[src/ufl_pkg.sv]
package ufl_pkg;

  // Register indices; byte address is four times the index
  localparam logic [7:0] UFL_IDX_FIFO_LEVEL_THRESHOLD = 8'hBD;
  localparam logic [7:0] UFL_IDX_DATA_PORT = 8'hBE;
  localparam logic [7:0] UFL_IDX_CTRL = 8'hC0;
  localparam logic [7:0] UFL_IDX_INT_STATUS = 8'hC1;
  localparam logic [7:0] UFL_IDX_INT_MASK = 8'hC2;

  // Field positions of fifo_level_threshold
  localparam int UFL_RX_FIELD_LSB = 4;
  localparam int UFL_TX_FIELD_LSB = 0;
  localparam int UFL_FIELD_W = 4;

  // Control register
  localparam int UFL_CTRL_ENABLE_BIT = 0;

  // Interrupt status and mask layout
  localparam int UFL_IRQ_W = 5;
  localparam int UFL_IRQ_RX_AVAIL_BIT = 0;
  localparam int UFL_IRQ_TX_READY_BIT = 1;
  localparam int UFL_IRQ_RX_OVF_BIT = 2;
  localparam int UFL_IRQ_RX_UNF_BIT = 3;
  localparam int UFL_IRQ_TX_OVF_BIT = 4;

  // Values after reset
  localparam logic [3:0] UFL_RST_RX_THRESHOLD = 4'h0;
  localparam logic [3:0] UFL_RST_TX_THRESHOLD = 4'h0;
  localparam logic [7:0] UFL_RST_DATA = 8'h00;
  localparam logic UFL_RST_ENABLE = 1'b0;
  localparam logic [4:0] UFL_RST_IRQ = 5'h00;

  // Depth of each FIFO in bytes
  localparam int UFL_FIFO_DEPTH = 4;
  localparam int UFL_BYTE_W = 8;

  // Bus phase, one-hot
  typedef enum logic [1:0] {
    UFL_BUS_IDLE = 2'b01,
    UFL_BUS_ACK = 2'b10
  } ufl_bus_t;

  typedef struct packed {
    logic tx_overflow_flag;
    logic rx_underflow_flag;
    logic rx_overflow_flag;
    logic tx_ready;
    logic rx_data_available;
  } ufl_irq_t;

  // Byte stream from or to the serializer
  typedef struct packed {
    logic valid;
    logic [7:0] data;
  } ufl_byte_t;

endpackage : ufl_pkg

[src/ufl_fifo.sv]
`timescale 1ns/1ps

module ufl_fifo #(
  parameter int WIDTH = 8,
  parameter int DEPTH = 4,
  parameter int CNT_W = $clog2(DEPTH + 1),
  parameter int PTR_W = (DEPTH > 1) ? $clog2(DEPTH) : 1
) (
  input wire logic ref_clk,
  input wire logic rst_n,
  input wire logic ce,
  input wire logic flush,
  input wire logic push,
  input wire logic [WIDTH-1:0] push_data,
  input wire logic pop,
  output logic [WIDTH-1:0] head_data,
  output logic [CNT_W-1:0] count,
  output logic full,
  output logic empty
);

  typedef struct packed {
    logic [DEPTH-1:0][WIDTH-1:0] mem;
    logic [PTR_W-1:0] wr_ptr;
    logic [PTR_W-1:0] rd_ptr;
    logic [CNT_W-1:0] count;
  } fifo_state_t;

  fifo_state_t st_q;
  fifo_state_t st_d;
  logic do_push;
  logic do_pop;

  function automatic logic [PTR_W-1:0] ptr_next(input logic [PTR_W-1:0] p);
    // Wrap explicitly so depths that are not powers of two still work
    if (p == PTR_W'(DEPTH - 1))
      return '0;
    return PTR_W'(p + 1'b1);
  endfunction : ptr_next

  assign full = (st_q.count == CNT_W'(DEPTH));
  assign empty = (st_q.count == '0);
  assign count = st_q.count;
  assign head_data = st_q.mem[st_q.rd_ptr];
  // Push while full or pop while empty is dropped here; the caller flags it
  assign do_push = push && !full;
  assign do_pop = pop && !empty;

  always_comb
  begin
    st_d = st_q;
    if (flush)
    begin
      st_d.wr_ptr = '0;
      st_d.rd_ptr = '0;
      st_d.count = '0;
    end
    else
    begin
      if (do_push)
      begin
        st_d.mem[st_q.wr_ptr] = push_data;
        st_d.wr_ptr = ptr_next(st_q.wr_ptr);
      end
      if (do_pop)
        st_d.rd_ptr = ptr_next(st_q.rd_ptr);
      if (do_push && !do_pop)
        st_d.count = CNT_W'(st_q.count + 1'b1);
      else if (do_pop && !do_push)
        st_d.count = CNT_W'(st_q.count - 1'b1);
    end
  end

  always_ff @(posedge ref_clk)
  begin
    if (!rst_n)
      st_q <= '0;
    else if (ce)
      st_q <= st_d;
  end

endmodule : ufl_fifo

[src/ufl_top.sv]
`timescale 1ns/1ps

module ufl_top #(
  parameter int ADDR_W = 10,
  parameter int DEPTH = ufl_pkg::UFL_FIFO_DEPTH
) (
  input wire logic ref_clk,
  input wire logic rst_n,
  input wire logic ce,
  input wire logic wb_cyc_i,
  input wire logic wb_stb_i,
  input wire logic wb_we_i,
  input wire logic [ADDR_W-1:0] wb_adr_i,
  input wire logic [3:0] wb_sel_i,
  input wire logic [31:0] wb_dat_i,
  output logic [31:0] wb_dat_o,
  output logic wb_ack_o,
  input wire ufl_pkg::ufl_byte_t rx_in,
  output ufl_pkg::ufl_byte_t tx_out,
  input wire logic tx_taken,
  output logic rx_data_available,
  output logic tx_ready,
  output logic irq
);

  localparam int CNT_W = $clog2(DEPTH + 1);

  typedef struct packed {
    ufl_pkg::ufl_bus_t bus;
    logic [7:0] rdata;
    logic uart_enable;
    logic [3:0] rx_trigger_threshold;
    logic [3:0] tx_trigger_threshold;
    ufl_pkg::ufl_irq_t status;
    ufl_pkg::ufl_irq_t mask;
  } top_state_t;

  top_state_t st_q;
  top_state_t st_d;

  logic [7:0] reg_idx;
  logic req;
  logic wr_lo;
  logic rd_cyc;
  logic hit_lvl;
  logic hit_data;
  logic hit_ctrl;
  logic hit_stat;
  logic hit_mask;
  logic flush;
  logic rx_push;
  logic rx_pop;
  logic tx_push;
  logic tx_pop;
  logic [7:0] rx_head;
  logic [7:0] tx_head;
  logic [CNT_W-1:0] rx_cnt;
  logic [CNT_W-1:0] tx_cnt;
  logic rx_full;
  logic rx_empty;
  logic tx_full;
  logic tx_empty;
  logic [3:0] rx_fill_count;
  logic [3:0] tx_fill_count;
  ufl_pkg::ufl_irq_t events;
  ufl_pkg::ufl_irq_t w1c;

  // Word addressing: byte lanes 1:0 of the address are ignored
  assign reg_idx = wb_adr_i[9:2];
  assign req = wb_cyc_i && wb_stb_i && (st_q.bus == ufl_pkg::UFL_BUS_IDLE);
  assign wr_lo = req && wb_we_i && wb_sel_i[0];
  assign rd_cyc = req && !wb_we_i;
  assign hit_lvl = (reg_idx == ufl_pkg::UFL_IDX_FIFO_LEVEL_THRESHOLD);
  assign hit_data = (reg_idx == ufl_pkg::UFL_IDX_DATA_PORT);
  assign hit_ctrl = (reg_idx == ufl_pkg::UFL_IDX_CTRL);
  assign hit_stat = (reg_idx == ufl_pkg::UFL_IDX_INT_STATUS);
  assign hit_mask = (reg_idx == ufl_pkg::UFL_IDX_INT_MASK);

  // Clear on every write of zero to the enable, not only on its falling edge
  assign flush = wr_lo && hit_ctrl && !wb_dat_i[ufl_pkg::UFL_CTRL_ENABLE_BIT];

  assign rx_push = st_q.uart_enable && rx_in.valid;
  assign rx_pop = rd_cyc && hit_data;
  assign tx_push = wr_lo && hit_data;
  assign tx_pop = st_q.uart_enable && tx_taken && !tx_empty;

  ufl_fifo #(
    .WIDTH(ufl_pkg::UFL_BYTE_W),
    .DEPTH(DEPTH)
  ) u_rx_fifo (
    .ref_clk(ref_clk),
    .rst_n(rst_n),
    .ce(ce),
    .flush(flush),
    .push(rx_push),
    .push_data(rx_in.data),
    .pop(rx_pop),
    .head_data(rx_head),
    .count(rx_cnt),
    .full(rx_full),
    .empty(rx_empty)
  );

  ufl_fifo #(
    .WIDTH(ufl_pkg::UFL_BYTE_W),
    .DEPTH(DEPTH)
  ) u_tx_fifo (
    .ref_clk(ref_clk),
    .rst_n(rst_n),
    .ce(ce),
    .flush(flush),
    .push(tx_push),
    .push_data(wb_dat_i[7:0]),
    .pop(tx_pop),
    .head_data(tx_head),
    .count(tx_cnt),
    .full(tx_full),
    .empty(tx_empty)
  );

  assign rx_fill_count = 4'(rx_cnt);
  assign tx_fill_count = 4'(tx_cnt);

  // Reserved codes are stored as written; compare treats them as plain numbers
  assign rx_data_available = (rx_fill_count > st_q.rx_trigger_threshold);
  // Threshold code 0 on transmit never raises ready
  assign tx_ready = (tx_fill_count < st_q.tx_trigger_threshold);

  // One driver for the whole struct keeps strict tools happy
  assign tx_out = '{valid: st_q.uart_enable && !tx_empty, data: tx_head};

  always_comb
  begin
    events.rx_data_available = rx_data_available;
    events.tx_ready = tx_ready;
    events.rx_overflow_flag = rx_push && rx_full;
    events.rx_underflow_flag = rx_pop && rx_empty;
    events.tx_overflow_flag = tx_push && tx_full;
  end

  assign w1c = (wr_lo && hit_stat) ? ufl_pkg::ufl_irq_t'(wb_dat_i[4:0]) : '0;

  always_comb
  begin
    st_d = st_q;
    st_d.bus = ufl_pkg::UFL_BUS_IDLE;
    if (req)
    begin
      // Answer one cycle after the request; the ack drops the cycle after
      st_d.bus = ufl_pkg::UFL_BUS_ACK;
      st_d.rdata = 8'h00;
      if (!wb_we_i)
      begin
        if (hit_lvl)
          st_d.rdata = {rx_fill_count, tx_fill_count};
        else if (hit_data)
          st_d.rdata = rx_empty ? ufl_pkg::UFL_RST_DATA : rx_head;
        else if (hit_ctrl)
          st_d.rdata = {7'h00, st_q.uart_enable};
        else if (hit_stat)
          st_d.rdata = {3'h0, st_q.status};
        else if (hit_mask)
          st_d.rdata = {3'h0, st_q.mask};
      end
    end
    if (wr_lo && hit_lvl)
    begin
      st_d.rx_trigger_threshold = wb_dat_i[ufl_pkg::UFL_RX_FIELD_LSB +: ufl_pkg::UFL_FIELD_W];
      st_d.tx_trigger_threshold = wb_dat_i[ufl_pkg::UFL_TX_FIELD_LSB +: ufl_pkg::UFL_FIELD_W];
    end
    if (wr_lo && hit_ctrl)
      st_d.uart_enable = wb_dat_i[ufl_pkg::UFL_CTRL_ENABLE_BIT];
    if (wr_lo && hit_mask)
      st_d.mask = ufl_pkg::ufl_irq_t'(wb_dat_i[4:0]);
    // Write one to clear, then events set; a set in the clear cycle wins
    st_d.status = st_q.status & ~w1c;
    if (flush)
    begin
      st_d.status.rx_overflow_flag = 1'b0;
      st_d.status.rx_underflow_flag = 1'b0;
      st_d.status.tx_overflow_flag = 1'b0;
    end
    st_d.status = st_d.status | events;
  end

  always_ff @(posedge ref_clk)
  begin
    if (!rst_n)
    begin
      st_q.bus <= ufl_pkg::UFL_BUS_IDLE;
      st_q.rdata <= ufl_pkg::UFL_RST_DATA;
      st_q.uart_enable <= ufl_pkg::UFL_RST_ENABLE;
      st_q.rx_trigger_threshold <= ufl_pkg::UFL_RST_RX_THRESHOLD;
      st_q.tx_trigger_threshold <= ufl_pkg::UFL_RST_TX_THRESHOLD;
      st_q.status <= ufl_pkg::ufl_irq_t'(ufl_pkg::UFL_RST_IRQ);
      st_q.mask <= ufl_pkg::ufl_irq_t'(ufl_pkg::UFL_RST_IRQ);
    end
    else if (ce)
      st_q <= st_d;
  end

  assign wb_ack_o = (st_q.bus == ufl_pkg::UFL_BUS_ACK);
  assign wb_dat_o = {24'h000000, st_q.rdata};
  assign irq = |(st_q.status & st_q.mask);

endmodule : ufl_top

[config.mk]
export PLATFORM = sky130hd
export DESIGN_NAME = ufl_top
export DESIGN_NICKNAME = d
export VERILOG_FILES = /design/src/ufl_pkg.sv /design/src/ufl_fifo.sv /design/src/ufl_top.sv
export SDC_FILE = /design/constraint.sdc
export NUM_CORES = 1
export LEC_CHECK = 0
export BUFFER_PORTS_ARGS = -buffer_cell sky130_fd_sc_hd__buf_2
export CORE_MARGIN = 1.5
export CORE_UTILIZATION = 40
export DETAILED_ROUTE_END_ITERATION = 6
export PLACE_DENSITY_LB_ADDON = 0.12
export SLEW_MARGIN = 10
export SYNTH_ARGS = -nofsm -noshare
export SYNTH_HDL_FRONTEND = slang
export SYNTH_SLANG_ARGS = --single-unit
[constraint.sdc]
create_clock -name ref_clk -period 5.9 [get_ports ref_clk]
set_clock_uncertainty 0.2 [all_clocks]
set_input_delay 0.59 -clock ref_clk [delete_from_list [all_inputs] [get_ports ref_clk]]
set_output_delay 0.59 -clock ref_clk [all_outputs]
set_load 0.05 [all_outputs]
---- After elaboration in Yosys (flattened, before gate mapping) ----
Cells that the tools add are included.
word-level totals
  register bits after elaboration ......... 107
  input bits .............................. 62
  output and inout port bits .............. 45
  word-level logic and storage cells ...... 173
cells by class
  add/sub/neg operators ................... 8
  magnitude comparators ................... 8
  equal/unequal tests ..................... 13
  mux-type cells .......................... 50
  bitwise logic cells ..................... 5
  reduce and logical (&&, ||, !) cells .... 60
operator list
  kind                                                        number
  bitwise mux 32 bit                                          2
  two-way mux 8 bit                                           8
  equality test 8 bit, second input constant                  5
  binary-select mux 8 bit (select 2 bit)                      2
  demux 8 bit (select 2 bit)                                  2
  logical AND 1 bit                                           29
  two-way mux 2 bit                                           12
  two-way mux 5 bit                                           4
  AND reduction 2 bit                                         10
  two-way mux 3 bit                                           5
  two-way mux 7 bit                                           2
  less-than comparator 2 x 3 -> 1 bit, second input constant  4
  two-way mux 1 bit                                           12
  bitwise AND 5 bit                                           2
  equality test 2 bit, second input constant                  5
  zero test 1 bit                                             10
  two-way mux 10 bit                                          1
  adder 2 x 1 -> 2 bit, second input constant                 4
  nonzero test 2 bit                                          4
  adder 3 x 1 -> 3 bit, second input constant                 2
  equality test 3 bit, second input constant                  2
  zero test 3 bit                                             2
  AND reduction 3 bit                                         2
  nonzero test 3 bit                                          2
  9 further kinds                                             11

---- Depth between registers and ports, before layout ----
  word-level depth ........................ 11
  gate-level depth with buffers ........... 9

---- Modules after synthesis ----
Synthesis repeated with hierarchy kept, for this count alone.
unflattened totals
  cell total of the unflattened synthesis .. 590
  area total of the unflattened synthesis .. 5958.2 um2
modules (own cells, without submodules)
  module                 instances  cells an instance  area each (um2)  seq. area each (um2)
  ufl_fifo at u_tx_fifo  1          187                2064.5           780.7
  ufl_fifo at u_rx_fifo  1          186                1968.1           780.7
  ufl_top                1          217                1925.6           580.6

---- Worst setup path before layout ----
Ideal clock, no wire load.
  path type ............................... input-to-reg
  start ................................... input port wb_adr_i[8]
  end ..................................... register u_tx_fifo.st_q, in the netlist u_tx_fifo.count[2]
  arrival ................................. 2.513 ns
  setup slack ............................. 3.065 ns
  cell stages on the path ................. 8
  path buffers ............................ 0
  path through ............................ nand4b_4 or2_4 nor4_2 fa_1 inv_1 a211oi_1 a2111oi_2 a221o_1
on the way
  longest elaborated chain between the ends .. 7
  elaborated cells on any way between the ends .. 13
  those cells by class .................... 2 x eq/ne; 2 x mux; 9 x reduce/logical
ends and longest elaborated chain
  item                                  line            source
  from (decl)                           ufl_top.sv:13   input wire logic [ADDR_W-1:0] wb_adr_i,
  equality test 8 bit                   ufl_top.sv:74   assign hit_data = (reg_idx == ufl_pkg::UFL_IDX_DATA_PORT);
  logical AND 1 bit                     ufl_top.sv:84   assign tx_push = wr_lo && hit_data;
  logical AND 1 bit                     ufl_fifo.sv:46  assign do_push = push && !full;
  zero test 1 bit                       ufl_fifo.sv:69  else if (do_pop && !do_push)
  logical AND 1 bit                     ufl_fifo.sv:69
  nonzero test 3 bit (no source line)   --
  AND reduction 2 bit (no source line)  --
  to (signal assigned)                  ufl_fifo.sv:79  st_q <= st_d;
  to (decl)                             ufl_fifo.sv:29  fifo_state_t st_q;
Several ways; a longest one is shown, not always the timed one.
A chain may end at the register's enable or synchronous reset.

---- Worst setup path in the final report ----
Ends and elaborated chain as after synthesis.

==> impl_metrics.yaml <==
status:
  status: "finished, final reports clean"
sta:
  finalMaxSlewViolations: 0
  tightest_slew_ps: 951
  setup_ws_ps: 3000
  timing.fmax_mhz: 345
  fin_crit_ps: 2900
  hold_viol: 0
  timing.final.crit_share: 0.491
  setup_violations: 0
  slew_headroom: 0.361
  rsz0062_at_grt: "false"
  fin_tns_setup_ps: 0
placement:
  dp_slack_ps: 2640
  routabilityCongestion: 0.919
  port_buffers: 53
  dp.cells: 846
  dpl.hpwl_um: 10600
setup_path:
  cp.required_ps: 5950
  worst_setup_path_end_kind: "flip-flop"
  startpoint: "wb_adr_i[8]"
  crit_type: "in -> reg"
  worst_setup_path_start_kind: "primary input"
  cp_max_fo: 12
  timing.rr.start: "st_q[27]$_SDFFE_PN1P_"
  rr_worst_depth: 8
  r2r_setup_slack_ps: 3020
  cp.arrival_ps: 2940
job:
  cap_violations: 0
clock_tree:
  clk_latency_ps: 350
  clkTransAtPathRegs_ps: 70
  htree_num_levels: 3
  hold_buffers: 0
  clockBufferDepth: 2
  clock_sinks: 107
  cts_resized: 0
  tritoncts: "done"
  cts_setup_buffers: 0
  clockRootBuffer: "clkbuf_16"
  numCtsBuffers: 9
routing:
  via_count: 4934
  ant_nets: 0
  postRouteWirelength_um: 15500
  first_pass_iters: 5
  drtIter0Drc: 387
  wire_per_inst_um: 18.0
  vias_per_cell: 5.72
  drc: 0
global_routing:
  antenna_found_initial: 0
  grt_start_max_net_pins: 71
  grt_pass1_vias: 4587
  grt_usage: 0.214
  grt_pass1_wl_um: 24600
  grt-ovfl-total: 0
worst_hold_path:
  hold_depth: 2
  worstHoldStart: "u_tx_fifo.st_q[18]$_SDFFE_PN0P_"
  worstHoldPathType: "reg -> reg"
logic_synthesis:
  synth_top_cell_by_area: "dfxtp_1"
  synth_edf_count: 0
  ys_warn_count: 0
  async_flop_share: 0
  yosys-top-cells-area: "dfxtp_1 (37%), a21oi_1 (8.4%), mux4_2 (6.3%), nand3_1 (6.0%), nand2_1 (5.8%)"
  ys.flop_type: "dfxtp_1"
  yosysUniqueCellTypes: 66
  synth.top_cell.area_share: 0.373
  ys_ff_latch: 107
  synth_seq_area_share: 0.373
  synthCells: 663
  syn_avg_cell_area_um2: 8.65
  synth_area_mm2: 0.00574
floorplan:
  rows: 43
  die_w_um: 123
  core-area_mm2: 0.0139
  die-area_mm2: 0.0151
  die_h_um: 123
  io_pins: 107
  start_util: 0.412
final_layout:
  mostFrequentLayoutCells: "dfxtp_1 (107), a21oi_1 (96), nand2_1 (88), nand3_1 (69), buf_2 (53)"
  layout.nets: 756
  layout_commonest_cell: "dfxtp_1"
  layoutNonFillerInstCount: 862
  area_delta_synth_final_pct: 8.42
  utilization: 0.446
  drive_gt1_frac: 0.170
  fillers: 1426
  antenna_cells: 0
pwr:
  p_switching_mw: 0.354
  switching_share: 0.238
  p_int_mw: 1.14
  pwr-share-comb: 0.070
  p_per_area_mw_per_mm2: 239
  p_clk_frac: 0.445
  finalPower_mw: 1.49
  p_seq_frac: 0.485
  max-vdd-ir-drop_uv: 187
  p_leak_nw: 2.13
## synth_stat cells, drive strengths merged, types with 3 or more instances
cell      n
a21o      3
a21oi    96
a22oi     7
a311oi    3
a31oi     6
a32o      4
a32oi     5
buf      53
clkbuf   24
dfxtp   107
ha       15
inv      15
mux2i     9
mux4     16
nand2    88
nand3    73
nand4     9
nor2     34
nor2b     5
nor3      8
nor4     11
o21ai    21
o22ai     5
or2       4
or3       5
or3b      3
or4       3
## worst max-delay path, cell delays in order
cell       delay, ps
buf_2            120
nand4b_4         230
or2_4            360
nor4_2           560
fa_1             280
inv_1             70
a211oi_1         340
a2111oi_2         90
a221o_1          290
## cell families (layout without fill, tap and decap cells)
| logic type | after synthesis | in the layout | share of synthesized area |
|---|---|---|---|
| AOI/OAI and AO/OA | 166 | 166 | 0.177 |
| DFF | 107 | 107 | 0.373 |
| other | 1 | 24 | 0.000654 |
| and+or+nand+nor | 255 | 255 | 0.241 |
| muxes | 25 | 25 | 0.0785 |
| buffers and inverters | 92 | 88 | 0.0896 |
| adders and majority gates | 17 | 17 | 0.0397 |
## sequential cells by signal (all words and copies together) (netlist names)
register	cells
u_rx_fifo.st_q	36
wb_dat_o	8
u_tx_fifo.st_q	36
st_q	21
u_rx_fifo.count	3
u_tx_fifo.count	3
## final cells by class
class | instances | area [µm²] | area share
Sequential cell | 107 | 2140 | 0.344
Clock inverter | 4 | 72.6 | 0.0117
Clock buffer | 12 | 256 | 0.0412
Tap cell | 180 | 225 | 0.0362
Timing Repair Buffer | 57 | 295 | 0.0475
Inverter | 15 | 56.3 | 0.00905
Multi-Input combinational cell | 487 | 3170 | 0.510
## through the flow
step / instance area [µm²] / hold WS [ps]
6_report: 6220 / 250
5_1_grt: 6220 / 270
4_1_cts: 6220 / 253
3_5_place_dp: 5890 / 245
3_3_place_gp: 5890 / 236
2_1_floorplan: 5820 / 229
## path summary, 6_finish.rpt
path / end
min reg2reg: u_tx_fifo.st_q[18]$_SDFFE_PN0P_
max reg2reg: u_tx_fifo.count[2]$_SDFFE_PN0P_
max: u_tx_fifo.count[2]$_SDFFE_PN0P_
min: u_tx_fifo.st_q[18]$_SDFFE_PN0P_
## power by group through the flow
stage	sequential (mW)	clock [mW]	combinational [mW]
floorplan	0.739	0	0.0838
global placement	0.740	0	0.102
detailed placement	0.740	0	0.103
CTS	0.723	0.677	0.103
global route	0.723	0.708	0.111
finish	0.723	0.662	0.104
## layer usage
metal | GRT usage | vias to the layer above | wire (µm)
met5 | 0 | - | 0
met4 | 0.0509 | 0 | 230
met3 | 0.0520 | 17 | 961
met2 | 0.368 | 176 | 7810
met1 | 0.270 | 2362 | 6470
li1 | - | 2379 | -
(Power assumes the default switching activity.)
